$ cat src/shared/blk_copy_regs.vh
// Constants for the block-copy sequencer: field positions, widths, opcodes, register offsets.
// Assumes the includer uses them as plain Verilog macros.
`ifndef BLK_COPY_REGS_VH
`define BLK_COPY_REGS_VH

// ----------------------------------------
// Instruction fields
// ----------------------------------------
`define OPC_HI 29
`define OPC_LO 21
`define OPC_W 9
`define OPC_EXT_TO_CM 9'h009
`define OPC_CM_TO_EXT 9'h00A
`define JSEL_HI 20
`define JSEL_LO 18
`define IMM_W 18
`define BLK_W 10
`define EXT_OFS_W 21
`define EXT_BASE_W 22
`define EXT_ADDR_W 22
`define CM_ADDR_W 18
`define WORD_W 60
`define EXIT_CTRL_BIT 86
`define SCW_W 128

// ----------------------------------------
// Register offsets
// ----------------------------------------
`define REG_STATUS 4'h0
`define REG_MASK 4'h1
`define REG_INFO 4'h2
`define ST_DONE 0
`define ST_RANGE 1
`define ST_PASS 2
`define ST_W 3

`endif

$ cat src/core/ext_memory_block_copy.v
// Block-copy sequencer between central memory and the large core extension.
// Assumes operating registers and the issue pipeline sit outside, on the same clk.
// How it works
// Immediate count comes from low 18 bits of the two-parcel instruction.
// Opcode 011 copies extension to central; 012 central to extension, consecutive words.
// Extension start is low 21 bits of address operand plus 22-bit reference base.
// Range checks use low 22 bits of extension field length.
// Central start address comes from the central address register.
// Count is index plus immediate in 18-bit one's complement, taken positive.
// Block count is low 10 bits of count; truncation alone flags nothing.
// Overrun check uses full 18-bit count and raises block range error.
// Zero count makes the instruction a pass, moving no words.
// Wait for earlier instructions to finish, then hold issue until nearly done.
// Extension-to-central copy halts all activity except I/O word requests.
// Central-to-extension copy halts all except I/O or peripheral requests.
// Up to one 60-bit word per clock in either direction.
// I/O request pauses stream one clock, inserts its address, stream resumes after. Here block grants pause two clocks: the I/O slot plus a gap.
// Central, extension and index registers are left unchanged.
// Exit bit 86 set continues next parcel; clear skips to next word.
// Range error stops further transfers and reports to exception logic.
//
// The implementer's own choices: the register offsets and the strobed register port.
`timescale 1ns/1ns
`include "blk_copy_regs.vh"
module ext_memory_block_copy
#(
	parameter NEAR_DONE = 2
)
(
	input wire clk,
	input wire sys_rst,
	input wire instr_valid,
	input wire [29:0] instr_word,
	input wire prior_done,
	input wire [`CM_ADDR_W-1:0] central_addr_reg,
	input wire [59:0] ext_addr_operand_reg,
	input wire [17:0] count_index_reg,
	input wire [`EXT_BASE_W-1:0] ext_reference_base,
	input wire [`EXT_BASE_W-1:0] ext_field_length,
	input wire [`SCW_W-1:0] system_control_word,
	input wire io_req,
	input wire [`CM_ADDR_W-1:0] io_addr,
	input wire peripheral_subsystem_requests,
	input wire bank_busy,
	input wire [3:0] reg_addr,
	input wire [31:0] reg_wdata,
	input wire reg_wr,
	input wire reg_rd,
	output reg [31:0] reg_rdata_r,
	output wire busy,
	output wire hold_issue,
	output wire halt_other,
	output reg instr_done_r,
	output reg skip_to_next_word_r,
	output reg range_err_r,
	output wire cm_req_valid,
	output wire [`CM_ADDR_W-1:0] cm_req_addr,
	output wire cm_req_is_io,
	output wire cm_req_write,
	output reg ext_req_valid_r,
	output reg [`EXT_ADDR_W-1:0] ext_req_addr_r,
	output reg ext_req_write_r,
	output wire irq
);
	// ----------------------------------------
	// States
	// ----------------------------------------
	localparam S_IDLE = 2'h0;
	localparam S_DRAIN = 2'h1;
	localparam S_XFER = 2'h2;
	localparam S_EXIT = 2'h3;

	reg [1:0] state_r;
	reg [1:0] state_nxt;
	reg dir_r;
	reg [`BLK_W-1:0] left_r;
	reg [`CM_ADDR_W-1:0] cm_ptr_r;
	reg [`EXT_ADDR_W-1:0] ext_ptr_r;
	reg [17:0] count_r;
	reg [`ST_W-1:0] status_r;
	reg [`ST_W-1:0] mask_r;
	reg [`BLK_W-1:0] imm_dummy_r;
	wire [8:0] opc;
	wire is_copy;
	wire [17:0] imm;
	wire [17:0] count;
	wire [`EXT_ADDR_W-1:0] ext_start;
	wire over;
	wire grant;
	wire [`ST_W-1:0] ev;
	wire [`ST_W-1:0] clr;

	assign opc = instr_word[`OPC_HI:`OPC_LO];
	assign is_copy = (opc == `OPC_EXT_TO_CM) || (opc == `OPC_CM_TO_EXT);
	assign imm = instr_word[`IMM_W-1:0];

	// ----------------------------------------
	// Count and address forming
	// ----------------------------------------
	ones_add18 u_add
	(
		.a(count_index_reg),
		.b(imm),
		.sum(count)
	);

	// Operand registers are only read, never written here
	assign ext_start = {1'b0, ext_addr_operand_reg[`EXT_OFS_W-1:0]} + ext_reference_base;

	// Full 18-bit count checked, not the truncated one; 23-bit sum avoids wrap
	assign over = ({1'b0, ext_addr_operand_reg[`EXT_OFS_W-1:0]} + {5'h00, count_r})
		> {1'b0, ext_field_length};

	function [`BLK_W-1:0] trunc_cnt;
		input [17:0] c;
		begin
			trunc_cnt = c[`BLK_W-1:0];
		end
	endfunction

	// ----------------------------------------
	// Sequencer
	// ----------------------------------------
	always @*
	begin
		state_nxt = state_r;
		case (state_r)
			S_IDLE:
				if (instr_valid && is_copy)
					state_nxt = S_DRAIN;
			S_DRAIN:
				if (prior_done)
					state_nxt = (over || trunc_cnt(count_r) == 10'h000) ? S_EXIT : S_XFER;
			S_XFER:
				if (grant && left_r == 10'h001)
					state_nxt = S_EXIT;
			S_EXIT:
				state_nxt = S_IDLE;
			default:
				state_nxt = S_IDLE;
		endcase
	end

	io_slot_arbiter u_arb
	(
		.clk(clk),
		.sys_rst(sys_rst),
		.io_req(io_req),
		.io_addr(io_addr),
		.bank_busy(bank_busy),
		.blk_want(state_r == S_XFER),
		.blk_addr(cm_ptr_r),
		.blk_grant(grant),
		.req_valid_r(cm_req_valid),
		.req_addr_r(cm_req_addr),
		.req_is_io_r(cm_req_is_io)
	);

	always @(posedge clk or posedge sys_rst)
	begin
		if (sys_rst)
		begin
			state_r <= S_IDLE;
			dir_r <= 1'b0;
			left_r <= 10'h000;
			cm_ptr_r <= 18'h00000;
			ext_ptr_r <= 22'h000000;
			count_r <= 18'h00000;
			instr_done_r <= 1'b0;
			skip_to_next_word_r <= 1'b0;
			range_err_r <= 1'b0;
			ext_req_valid_r <= 1'b0;
			ext_req_addr_r <= 22'h000000;
			ext_req_write_r <= 1'b0;
			imm_dummy_r <= 10'h000;
		end
		else
		begin
			state_r <= state_nxt;
			instr_done_r <= 1'b0;
			range_err_r <= 1'b0;
			ext_req_valid_r <= 1'b0;
			if (state_r == S_IDLE && instr_valid && is_copy)
			begin
				dir_r <= (opc == `OPC_CM_TO_EXT);
				count_r <= count;
				cm_ptr_r <= central_addr_reg;
				ext_ptr_r <= ext_start;
			end
			if (state_r == S_DRAIN && prior_done)
			begin
				left_r <= trunc_cnt(count_r);
				range_err_r <= over;
			end
			if (state_r == S_XFER && grant)
			begin
				// One word per clock, consecutive addresses on both sides
				cm_ptr_r <= cm_ptr_r + 18'h00001;
				ext_ptr_r <= ext_ptr_r + 22'h000001;
				left_r <= left_r - 10'h001;
				ext_req_valid_r <= 1'b1;
				ext_req_addr_r <= ext_ptr_r;
				ext_req_write_r <= dir_r;
			end
			if (state_r == S_EXIT)
			begin
				instr_done_r <= 1'b1;
				skip_to_next_word_r <= ~system_control_word[`EXIT_CTRL_BIT];
			end
			imm_dummy_r <= 10'h000;
		end
	end

	assign cm_req_write = ~dir_r;
	assign busy = (state_r != S_IDLE);
	// Issue released a few words before the end so the next instruction can decode early
	assign hold_issue = (state_r == S_DRAIN) ||
		(state_r == S_XFER && left_r > NEAR_DONE[`BLK_W-1:0]);
	// Direction decides which outside requesters may still run
	assign halt_other = (state_r == S_XFER) &&
		(dir_r ? ~peripheral_subsystem_requests : 1'b1);

	// ----------------------------------------
	// Status, mask, interrupt
	// ----------------------------------------
	assign ev = {state_r == S_DRAIN && prior_done && !over && trunc_cnt(count_r) == 10'h000,
		range_err_r, instr_done_r};
	assign clr = (reg_wr && reg_addr == `REG_STATUS) ? reg_wdata[`ST_W-1:0] : 3'h0;

	always @(posedge clk or posedge sys_rst)
	begin
		if (sys_rst)
		begin
			status_r <= 3'h0;
			mask_r <= 3'h0;
			reg_rdata_r <= 32'h00000000;
		end
		else
		begin
			// Set wins over clear so no event is lost
			status_r <= (status_r & ~clr) | ev;
			if (reg_wr && reg_addr == `REG_MASK)
				mask_r <= reg_wdata[`ST_W-1:0];
			reg_rdata_r <= 32'h00000000;
			if (reg_rd)
			begin
				case (reg_addr)
					`REG_STATUS: reg_rdata_r <= {29'h00000000, status_r};
					`REG_MASK: reg_rdata_r <= {29'h00000000, mask_r};
					`REG_INFO: reg_rdata_r <= {state_r, left_r, 2'h0, count_r};
					default: reg_rdata_r <= 32'h00000000;
				endcase
			end
		end
	end

	assign irq = |(status_r & mask_r);
endmodule

$ cat src/core/io_slot_arbiter.v
// Merges I/O word requests into the memory request stream during a block copy.
// Assumes io_req is a pulse from logic in the clk domain.
`timescale 1ns/1ns
`include "blk_copy_regs.vh"
module io_slot_arbiter
(
	input wire clk,
	input wire sys_rst,
	input wire io_req,
	input wire [`CM_ADDR_W-1:0] io_addr,
	input wire bank_busy,
	input wire blk_want,
	input wire [`CM_ADDR_W-1:0] blk_addr,
	output wire blk_grant,
	output reg req_valid_r,
	output reg [`CM_ADDR_W-1:0] req_addr_r,
	output reg req_is_io_r
);
	reg gap_r;
	// The I/O word always wins; block stream waits two periods at least, longer while the bank is busy
	assign blk_grant = blk_want & ~io_req & ~gap_r & ~bank_busy;
	always @(posedge clk or posedge sys_rst)
	begin
		if (sys_rst)
		begin
			gap_r <= 1'b0;
			req_valid_r <= 1'b0;
			req_addr_r <= 18'h00000;
			req_is_io_r <= 1'b0;
		end
		else
		begin
			gap_r <= io_req;
			req_valid_r <= io_req | blk_grant;
			req_is_io_r <= io_req;
			if (io_req)
				req_addr_r <= io_addr;
			else if (blk_grant)
				req_addr_r <= blk_addr;
		end
	end
endmodule

$ cat src/core/ones_add18.v
// 18-bit one's complement adder with end-around carry.
// Assumes purely combinational use in the clk domain.
`timescale 1ns/1ns
module ones_add18
(
	input wire [17:0] a,
	input wire [17:0] b,
	output wire [17:0] sum
);
	wire [18:0] raw;
	wire [18:0] wrap;
	assign raw = {1'b0, a} + {1'b0, b};
	assign wrap = {1'b0, raw[17:0]} + {18'h00000, raw[18]};
	// Minus zero folds to plus zero so a null count is seen as zero
	assign sum = (wrap[17:0] == 18'h3FFFF) ? 18'h00000 : wrap[17:0];
endmodule

$ cat config.mk
export PLATFORM = sky130hd
export DESIGN_NAME = ext_memory_block_copy
export DESIGN_NICKNAME = d
export VERILOG_FILES = /design/src/core/ext_memory_block_copy.v /design/src/core/io_slot_arbiter.v /design/src/core/ones_add18.v
export VERILOG_INCLUDE_DIRS = /design/src /design/src/shared
export SDC_FILE = /design/constraint.sdc
export NUM_CORES = 1
export LEC_CHECK = 0
export BUFFER_PORTS_ARGS = -buffer_cell sky130_fd_sc_hd__buf_2
export CAP_MARGIN = 10
export CORE_AREA = 2 2 175 177
export DETAILED_ROUTE_END_ITERATION = 12
export DIE_AREA = 0 0 177 179
export GPL_TIMING_DRIVEN = 1
export MAX_ROUTING_LAYER = met4
export PLACE_DENSITY = 0.72
export SLEW_MARGIN = 30
export SYNTH_ARGS = -nofsm -noshare
export SYNTH_HDL_FRONTEND = slang
export SYNTH_SLANG_ARGS = --single-unit
export TNS_END_PERCENT = 30
$ cat constraint.sdc
create_clock -name clk -period 6.1 [get_ports clk]
set_input_delay 0.61 -clock clk [delete_from_list [all_inputs] [get_ports clk]]
set_output_delay 0.61 -clock clk [all_outputs]
set_load 0.03 [all_outputs]
==> impl_metrics.py, run 1 <==
metrics = {
    "outcome": {
        "outcome": "completed",
    },
    "route": {
        "finalWirelength_um": 30900,
        "routed_via_density": 5.32,
        "dr.pass1.iters": 7,
        "drt_iter0_drc": 581,
        "ant_nets": 0,
        "routedWlPerCell_um": 16.0,
        "drcViolationCount": 0,
        "vias": 10200,
    },
    "grt": {
        "gr-total-overflow": 0,
        "grt_pass1_vias": 9846,
        "grt_max_degree": 84,
        "grt_antenna_before_repair": 11,
        "track_usage_pct": 20.2,
        "grt_pass1_wl_um": 49500,
    },
    "final_layout": {
        "syn_to_final_growth_pct": 20.6,
        "instances_no_fill": 1926,
        "fin_util_pct": 43.8,
        "final_common_cell": "buf_2",
        "fillers": 2978,
        "nNetsFinal": 1962,
        "layout_common_cells": "buf_2, nand2_1, dfrtp_1",
        "layout-drive-gt1-share_pct": 22.3,
    },
    "placed_design": {
        "port_buffers": 244,
        "dp_hpwl_um": 24100,
        "pre_cts_slack_ns": 0.663,
        "gp_congestion": 0.922,
        "dp.cells": 1884,
    },
    "synthesis": {
        "synth_fa_ha_area_share_pct": 11.0,
        "ys.flop_type": "dfrtp_1",
        "synthXorXnorAreaFrac_pct": 4.01,
        "synth_top_family_by_area": "simple AND/OR/NAND/NOR gates",
        "yosys_warnings": 0,
        "async_reset_ff_share_pct": 100,
        "yosysSeqAreaShare_pct": 35.4,
        "ys_ff_latch": 154,
        "synth_mux_area_share_pct": 1.34,
        "synth_compound_area_share_pct": 21.6,
        "synth_cell_types": 89,
        "synthCells": 1282,
        "syn_area_um2": 10900,
        "synth-simple-area-share_pct": 22.8,
        "synth_largest_area_cell": "dfrtp_1",
        "synth_area_leaders": "dfrtp_1, ha_1, nand2_1, a21oi_1, nor2_1",
        "synth_top_area_share_pct": 35.4,
        "syn_area_per_cell_um2": 8.50,
        "synth_edf_count": 0,
    },
    "clocking": {
        "cts.sinks": 154,
        "clkTransAtPathRegs_ns": 0.06,
        "cts_resized": 0,
        "ctsHoldBuffers": 0,
        "clockBufferDepth": 2,
        "worstSkewPairLatency_ns": 0.42,
        "cts_tree": "done",
        "cts-root-buf": "clkbuf_16",
        "cts_buffers": 17,
        "cts_setup_buffers": 0,
        "htree_levels": 4,
    },
    "timing": {
        "setup_viol_count_final": 0,
        "min_period_over_period_pct": 82.0,
        "setup_tns_ns": 0,
        "worstMarginPinSlew_ns": 0.821,
        "fin_skew_ns": 0.0117,
        "rsz0062_at_grt": "false",
        "fmax_ghz": 0.200,
        "drv_slew": 0,
        "period_minus_slack_ns": 5.00,
        "fin_ws_ns": 1.10,
        "hold_viol": 0,
        "max_slew_margin_pct": 45.2,
    },
    "worst_setup_path": {
        "crit_cells": 24,
        "startpoint_type": "input pin",
        "crit_fanout": 17,
        "cp_slowest_cell": "fa_1",
        "crit_top_cell": "ha_1",
        "worstPathCellList": "buf_2 > ha_1 > fa_1 > a211oi_2 > o21ai_1 > and3_1 > o21ai_2 > o21bai_1 > a21oi_1 > nor2_1 > o21ai_0 > nand2b_1 > ha_1 > ha_1 > o211ai_1 > a21oi_1 > and2_1 > nor2_1 > o21ai_1 > a2111oi_4 > o2111ai_2 > nor4_4 > buf_4 > nor3_1",
        "worst_ep_arrival_time_ns": 5.31,
        "critical_path_required_ns": 6.40,
        "path_buf_inv": 2,
        "cpPeakStageDelay_ns": 0.45,
        "criticalPathCategory": "input pin to flop",
        "cp_top_family": "compound AO/OA/AOI/OAI gates",
        "rr_worst_depth": 19,
        "endpoint_kind": "flop",
    },
    "floorplanning": {
        "num_rows": 64,
        "dieArea_um2": 31700,
        "ios": 445,
        "fp.dieW_um": 177,
        "die_h_um": 179,
        "core_um2": 30000,
        "start_util_pct": 36.3,
    },
    "hold_path": {
        "hp-class": "input pin to asynchronous set/reset pin",
    },
    "power_and_ir_drop": {
        "peakVddDrop_mv": 0.169,
        "power_mw": 3.88,
        "pwr_density_cell_nw_per_um2": 295,
        "p_leak_nw": 6.48,
    },
    "run": {
        "drv_cap": 0,
    },
}
[stage by stage]
step	hold WS, ns	cell area (µm²)
after floorplan	0.456	10900
after global placement	0.443	12500
after detailed placement	0.457	12500
after CTS	0.338	13100
after global routing	0.355	13100
final	0.317	13100
[flip-flops by register name, summed over array words and instances (netlist names)]
| name | flops |
|---|---|
| instr_done_r | 1 |
| ext_req_valid_r | 1 |
| range_err_r | 1 |
| ext_ptr_r | 22 |
| skip_to_next_word_r | 1 |
| ext_req_write_r | 1 |
| count_r | 18 |
| u_arb.req_is_io_r | 1 |
| reg_rdata_r | 30 |
| cm_ptr_r | 18 |
| left_r | 10 |
| u_arb.req_addr_r | 18 |
| state_r | 2 |
| mask_r | 3 |
| status_r | 3 |
| dir_r | 1 |
| ext_req_addr_r | 22 |
| u_arb.req_valid_r | 1 |
[cells in the mapped netlist (all sizes together), types with 4 or more instances]
library cell	number
a21boi	4
xor2	16
ha	91
nor4	10
nand2	180
nand3	35
nand4b	4
a311oi	6
xnor2	33
inv	59
or2	5
or3	12
mux2i	9
a31oi	12
o211ai	11
o21a	10
or4	4
nor3	40
o22ai	6
a221oi	5
o21bai	5
mux2	5
and2	38
nor2	116
a22oi	18
buf	7
o21ai	78
clkbuf	40
and3	18
dfrtp	154
a21oi	106
a221o	8
a21o	28
a211oi	29
nand2b	6
nor2b	5
nand4	19
nor3b	7
[cells by family (layout without fill, tap and decap cells)]
group	after synthesis	after routing
buf+inv	107	343
mux	14	14
fa+ha+maj	94	94
simple gates	510	510
other cells	1	13
xor+xnor	49	49
compound gates	353	353
flops	154	154
[layout make-up]
cell class	count	area, µm²	share of cell area, %
antenna	11	27.5	0.209
sequential	154	3850	29.3
multi-input combinational	1022	6640	50.5
inverter	60	231	1.76
tap	396	495	3.77
clock inverter	13	168	1.28
clock buffer	18	439	3.34
timing repair buffer	252	1280	9.78
[per-layer routing]
| layer | track usage (%) | vias up | wire length, µm |
|---|---|---|---|
| li1 | - | 5097 | - |
| met1 | 23.8 | 4800 | 13200 |
| met2 | 33.3 | 295 | 14800 |
| met3 | 5.03 | 48 | 2100 |
| met4 | 7.95 | 0 | 794 |
| met5 | - | - | 0 |
[worst paths after layout]
kind	end	slack [ns]	start
hold reg to reg	ext_req_addr_r[6]	0.47	ext_req_addr_r[6]
min in group clk	skip_to_next_word_r	0.36	system_control_word[86]
setup / recovery	count_r[11]	1.10	instr_word[0]
setup reg to reg	status_r[2]	1.38	count_r[1]
max in group asynchronous	count_r[13]	4.68	sys_rst
hold / removal	u_arb.req_is_io_r	0.32	sys_rst
[report_power, final]
part | switching (mW) | internal, mW
combinational | 0.815 | 0.505
sequential | 0.230 | 1.24
clock | 0.435 | 0.656
total | 1.48 | 2.40
No activity file was read; power rests on OpenSTA's default activity.
==> inputs of run 2 (changes only) <==
--- a/config.mk
+++ b/config.mk
@@ -8,12 +8,12 @@
 export LEC_CHECK = 0
 export BUFFER_PORTS_ARGS = -buffer_cell sky130_fd_sc_hd__buf_2
 export CAP_MARGIN = 10
-export CORE_AREA = 2 2 175 177
+export CORE_AREA = 2 2 174 176
 export DETAILED_ROUTE_END_ITERATION = 12
-export DIE_AREA = 0 0 177 179
+export DIE_AREA = 0 0 176 178
 export GPL_TIMING_DRIVEN = 1
 export MAX_ROUTING_LAYER = met4
-export PLACE_DENSITY = 0.72
+export PLACE_DENSITY = 0.76
 export SLEW_MARGIN = 30
 export SYNTH_ARGS = -nofsm -noshare
 export SYNTH_HDL_FRONTEND = slang
==> constraint.sdc (replaced) <==
create_clock -name clk -period 4.6 [get_ports clk]
set_input_delay 0.46 -clock clk [delete_from_list [all_inputs] [get_ports clk]]
set_output_delay 0.46 -clock clk [all_outputs]
set_load 0.03 [all_outputs]
==> run 2 against run 1 <==
Effect of this change:
- final cell count grew 2.7%
- first-iteration DRC count fell by 2.8%
- critical endpoint is now count_r[10]
- total power rose by 37%
- worst setup slack got worse by 0.82 ns
- critical path depth shrank 1
- clock skew down 0.0032 ns
- die area decreased by 1.1%
- hold slack lost 0.096 ns
- clock power rose by 41%
==> impl_metrics.py, run 2 (same netlist as run 1, synthesis figures left out) <==
metrics = {
    "outcome": {
        "outcome": "completed",
    },
    "placed_design": {
        "placed_area_um2": 13000,
        "dp_hpwl_um": 24800,
        "pre_cts_slack_ns": -0.294,
        "gp_congestion": 0.917,
        "dp.cells": 1936,
        "port_buffers": 244,
    },
    "final_layout": {
        "regMostFlops": "reg_rdata_r",
        "final_common_cell": "buf_2",
        "syn_to_final_growth_pct": 25.4,
        "design_area_um2": 13700,
        "instances_no_fill": 1978,
        "largest_register_ff_count": 30,
        "nNetsFinal": 2020,
        "top_regs": "reg_rdata_r: 30 flops, ext_ptr_r: 22 flops, ext_req_addr_r: 22 flops",
        "layout-drive-gt1-share_pct": 25.9,
        "layout_common_cells": "buf_2, nand2_1, dfrtp_1",
    },
    "timing": {
        "fin_skew_ns": 0.00856,
        "worstMarginPinSlew_ns": 0.847,
        "setup_viol_count_final": 0,
        "period_minus_slack_ns": 4.33,
        "fin_hold_ws_ns": 0.221,
        "hold_viol": 0,
        "max_slew_margin_pct": 43.5,
        "rsz0062_at_grt": "false",
        "min_period_over_period_pct": 94.0,
        "fin_ws_ns": 0.274,
        "setup_tns_ns": 0,
        "drv_slew": 0,
        "fmax_ghz": 0.231,
    },
    "grt": {
        "use_met3_pct": 4.58,
        "grt_pass1_wl_um": 50800,
        "grt_pass1_vias": 10200,
        "gr-max-usage-layer": "met2",
        "grt_antenna_before_repair": 10,
        "grt_max_degree": 155,
        "met1_usage_pct": 24.7,
        "gr-usage-met2_pct": 34.0,
        "track_usage_pct": 20.8,
        "gr-total-overflow": 0,
    },
    "route": {
        "ant_nets": 0,
        "drt_iter0_drc": 565,
        "vias": 10500,
        "routed_via_density": 5.30,
        "routedWlPerCell_um": 16.0,
        "finalWirelength_um": 31600,
        "dr.pass1.iters": 5,
        "drcViolationCount": 0,
    },
    "clocking": {
        "htree_levels": 4,
        "cts_tree": "done",
        "cts.sinks": 154,
        "clkTransAtPathRegs_ns": 0.07,
        "cts_buffers": 17,
        "worstSkewPairLatency_ns": 0.42,
        "clockBufferDepth": 2,
        "cts-root-buf": "clkbuf_16",
    },
    "floorplanning": {
        "core_um2": 29400,
        "ios": 445,
        "num_rows": 63,
        "die_h_um": 178,
        "fp.dieW_um": 176,
        "start_util_pct": 37.1,
        "dieArea_um2": 31300,
    },
    "run": {
        "drv_cap": 0,
    },
    "worst_setup_path": {
        "crit_fanout": 17,
        "worst_ep_arrival_time_ns": 4.63,
        "cpPeakStageDelay_ns": 0.40,
        "cp_slowest_cell": "or3_4",
        "endpoint_kind": "flop",
        "worstPathCellList": "buf_2 > ha_2 > fa_2 > a211oi_4 > o21ai_2 > and3_1 > o21ai_2 > o21bai_1 > a21oi_1 > nor2_1 > o21ai_1 > nand2b_1 > ha_1 > ha_2 > and2_1 > nor2_1 > nand4_1 > or3_4 > a2111oi_4 > o2111ai_2 > nor4_4 > buf_12 > nor3_1",
        "reg2reg_from": "count_r[0]",
        "startpoint_type": "input pin",
        "criticalPathCategory": "input pin to flop",
        "setup.worst_path.start": "instr_word[0]",
        "critical_path_required_ns": 4.90,
    },
    "hold_path": {
        "hp-start": "system_control_word[86]",
        "hp-class": "input pin to flop",
    },
    "power_and_ir_drop": {
        "p_leak_nw": 6.79,
        "pwr_density_cell_nw_per_um2": 388,
        "peakVddDrop_mv": 0.213,
    },
}
## run 2: cell count changes in the layout (fill, tap and decap cells not counted), sizes merged
cell / before / now
clkinvlp: 2 / 3
diode: 11 / 10
buf: 252 / 310
clkinv: 6 / 2
inv: 62 / 65
bufinv: 3 / 4
## run 2: through the flow
| step | total power [mW] | util (%) |
|---|---|---|
| finish | 5.31 | 46.5 |
| global route | 5.66 | 46.5 |
| CTS | 5.34 | 46.4 |
| detailed placement | 3.78 | 44.2 |
| global placement | 3.71 | 44.2 |
| floorplan | 3.18 | - |
## run 2: power by group
group	internal [mW]	switching (mW)
clock	0.938	0.602
sequential	1.64	0.295
combinational	0.719	1.11
## run 2: path summary, 6_finish.rpt
kind / end / slack, ns / cells past startpoint
max: count_r[10] / 0.27 / 23
min reg2reg: u_arb.req_addr_r[10] / 0.47 / 2
max in group asynchronous: reg_rdata_r[11] / 3.69 / 3
min: skip_to_next_word_r / 0.22 / 2
max reg2reg: status_r[2] / 0.35 / 20
min in group asynchronous: u_arb.req_is_io_r / 0.27 / 3
## run 2: area by class of cell
type / instances / area (µm²)
Clock inverter: 14 / 208
Tap cell: 390 / 488
Inverter: 60 / 229
Timing Repair Buffer: 310 / 1740
Multi-Input combinational cell: 1022 / 6690
Fill cell: 2785 / 15700
Antenna cell: 10 / 25.0
Sequential cell: 154 / 3850
Clock buffer: 18 / 439
## run 2: critical path: cells and delay by family
| kind | cells | cell delay [ns] |
|---|---|---|
| buf+inv | 2 | 0.30 |
| fa+ha+maj | 4 | 1.00 |
| simple gates | 9 | 1.42 |
| compound gates | 8 | 1.42 |
## run 2: per-layer routing
metal,part of all wire (%),wire [µm]
met5,0,0
met4,3.6,1130
met3,6.7,2120
met2,47,14800
met1,43,13500
## run 2: timing repair
action,4_1_cts,5_1_grt
endpoints found under the setup margin,0,20
resized for setup,0,3
hold buffers,0,0
buffers inserted,0,0
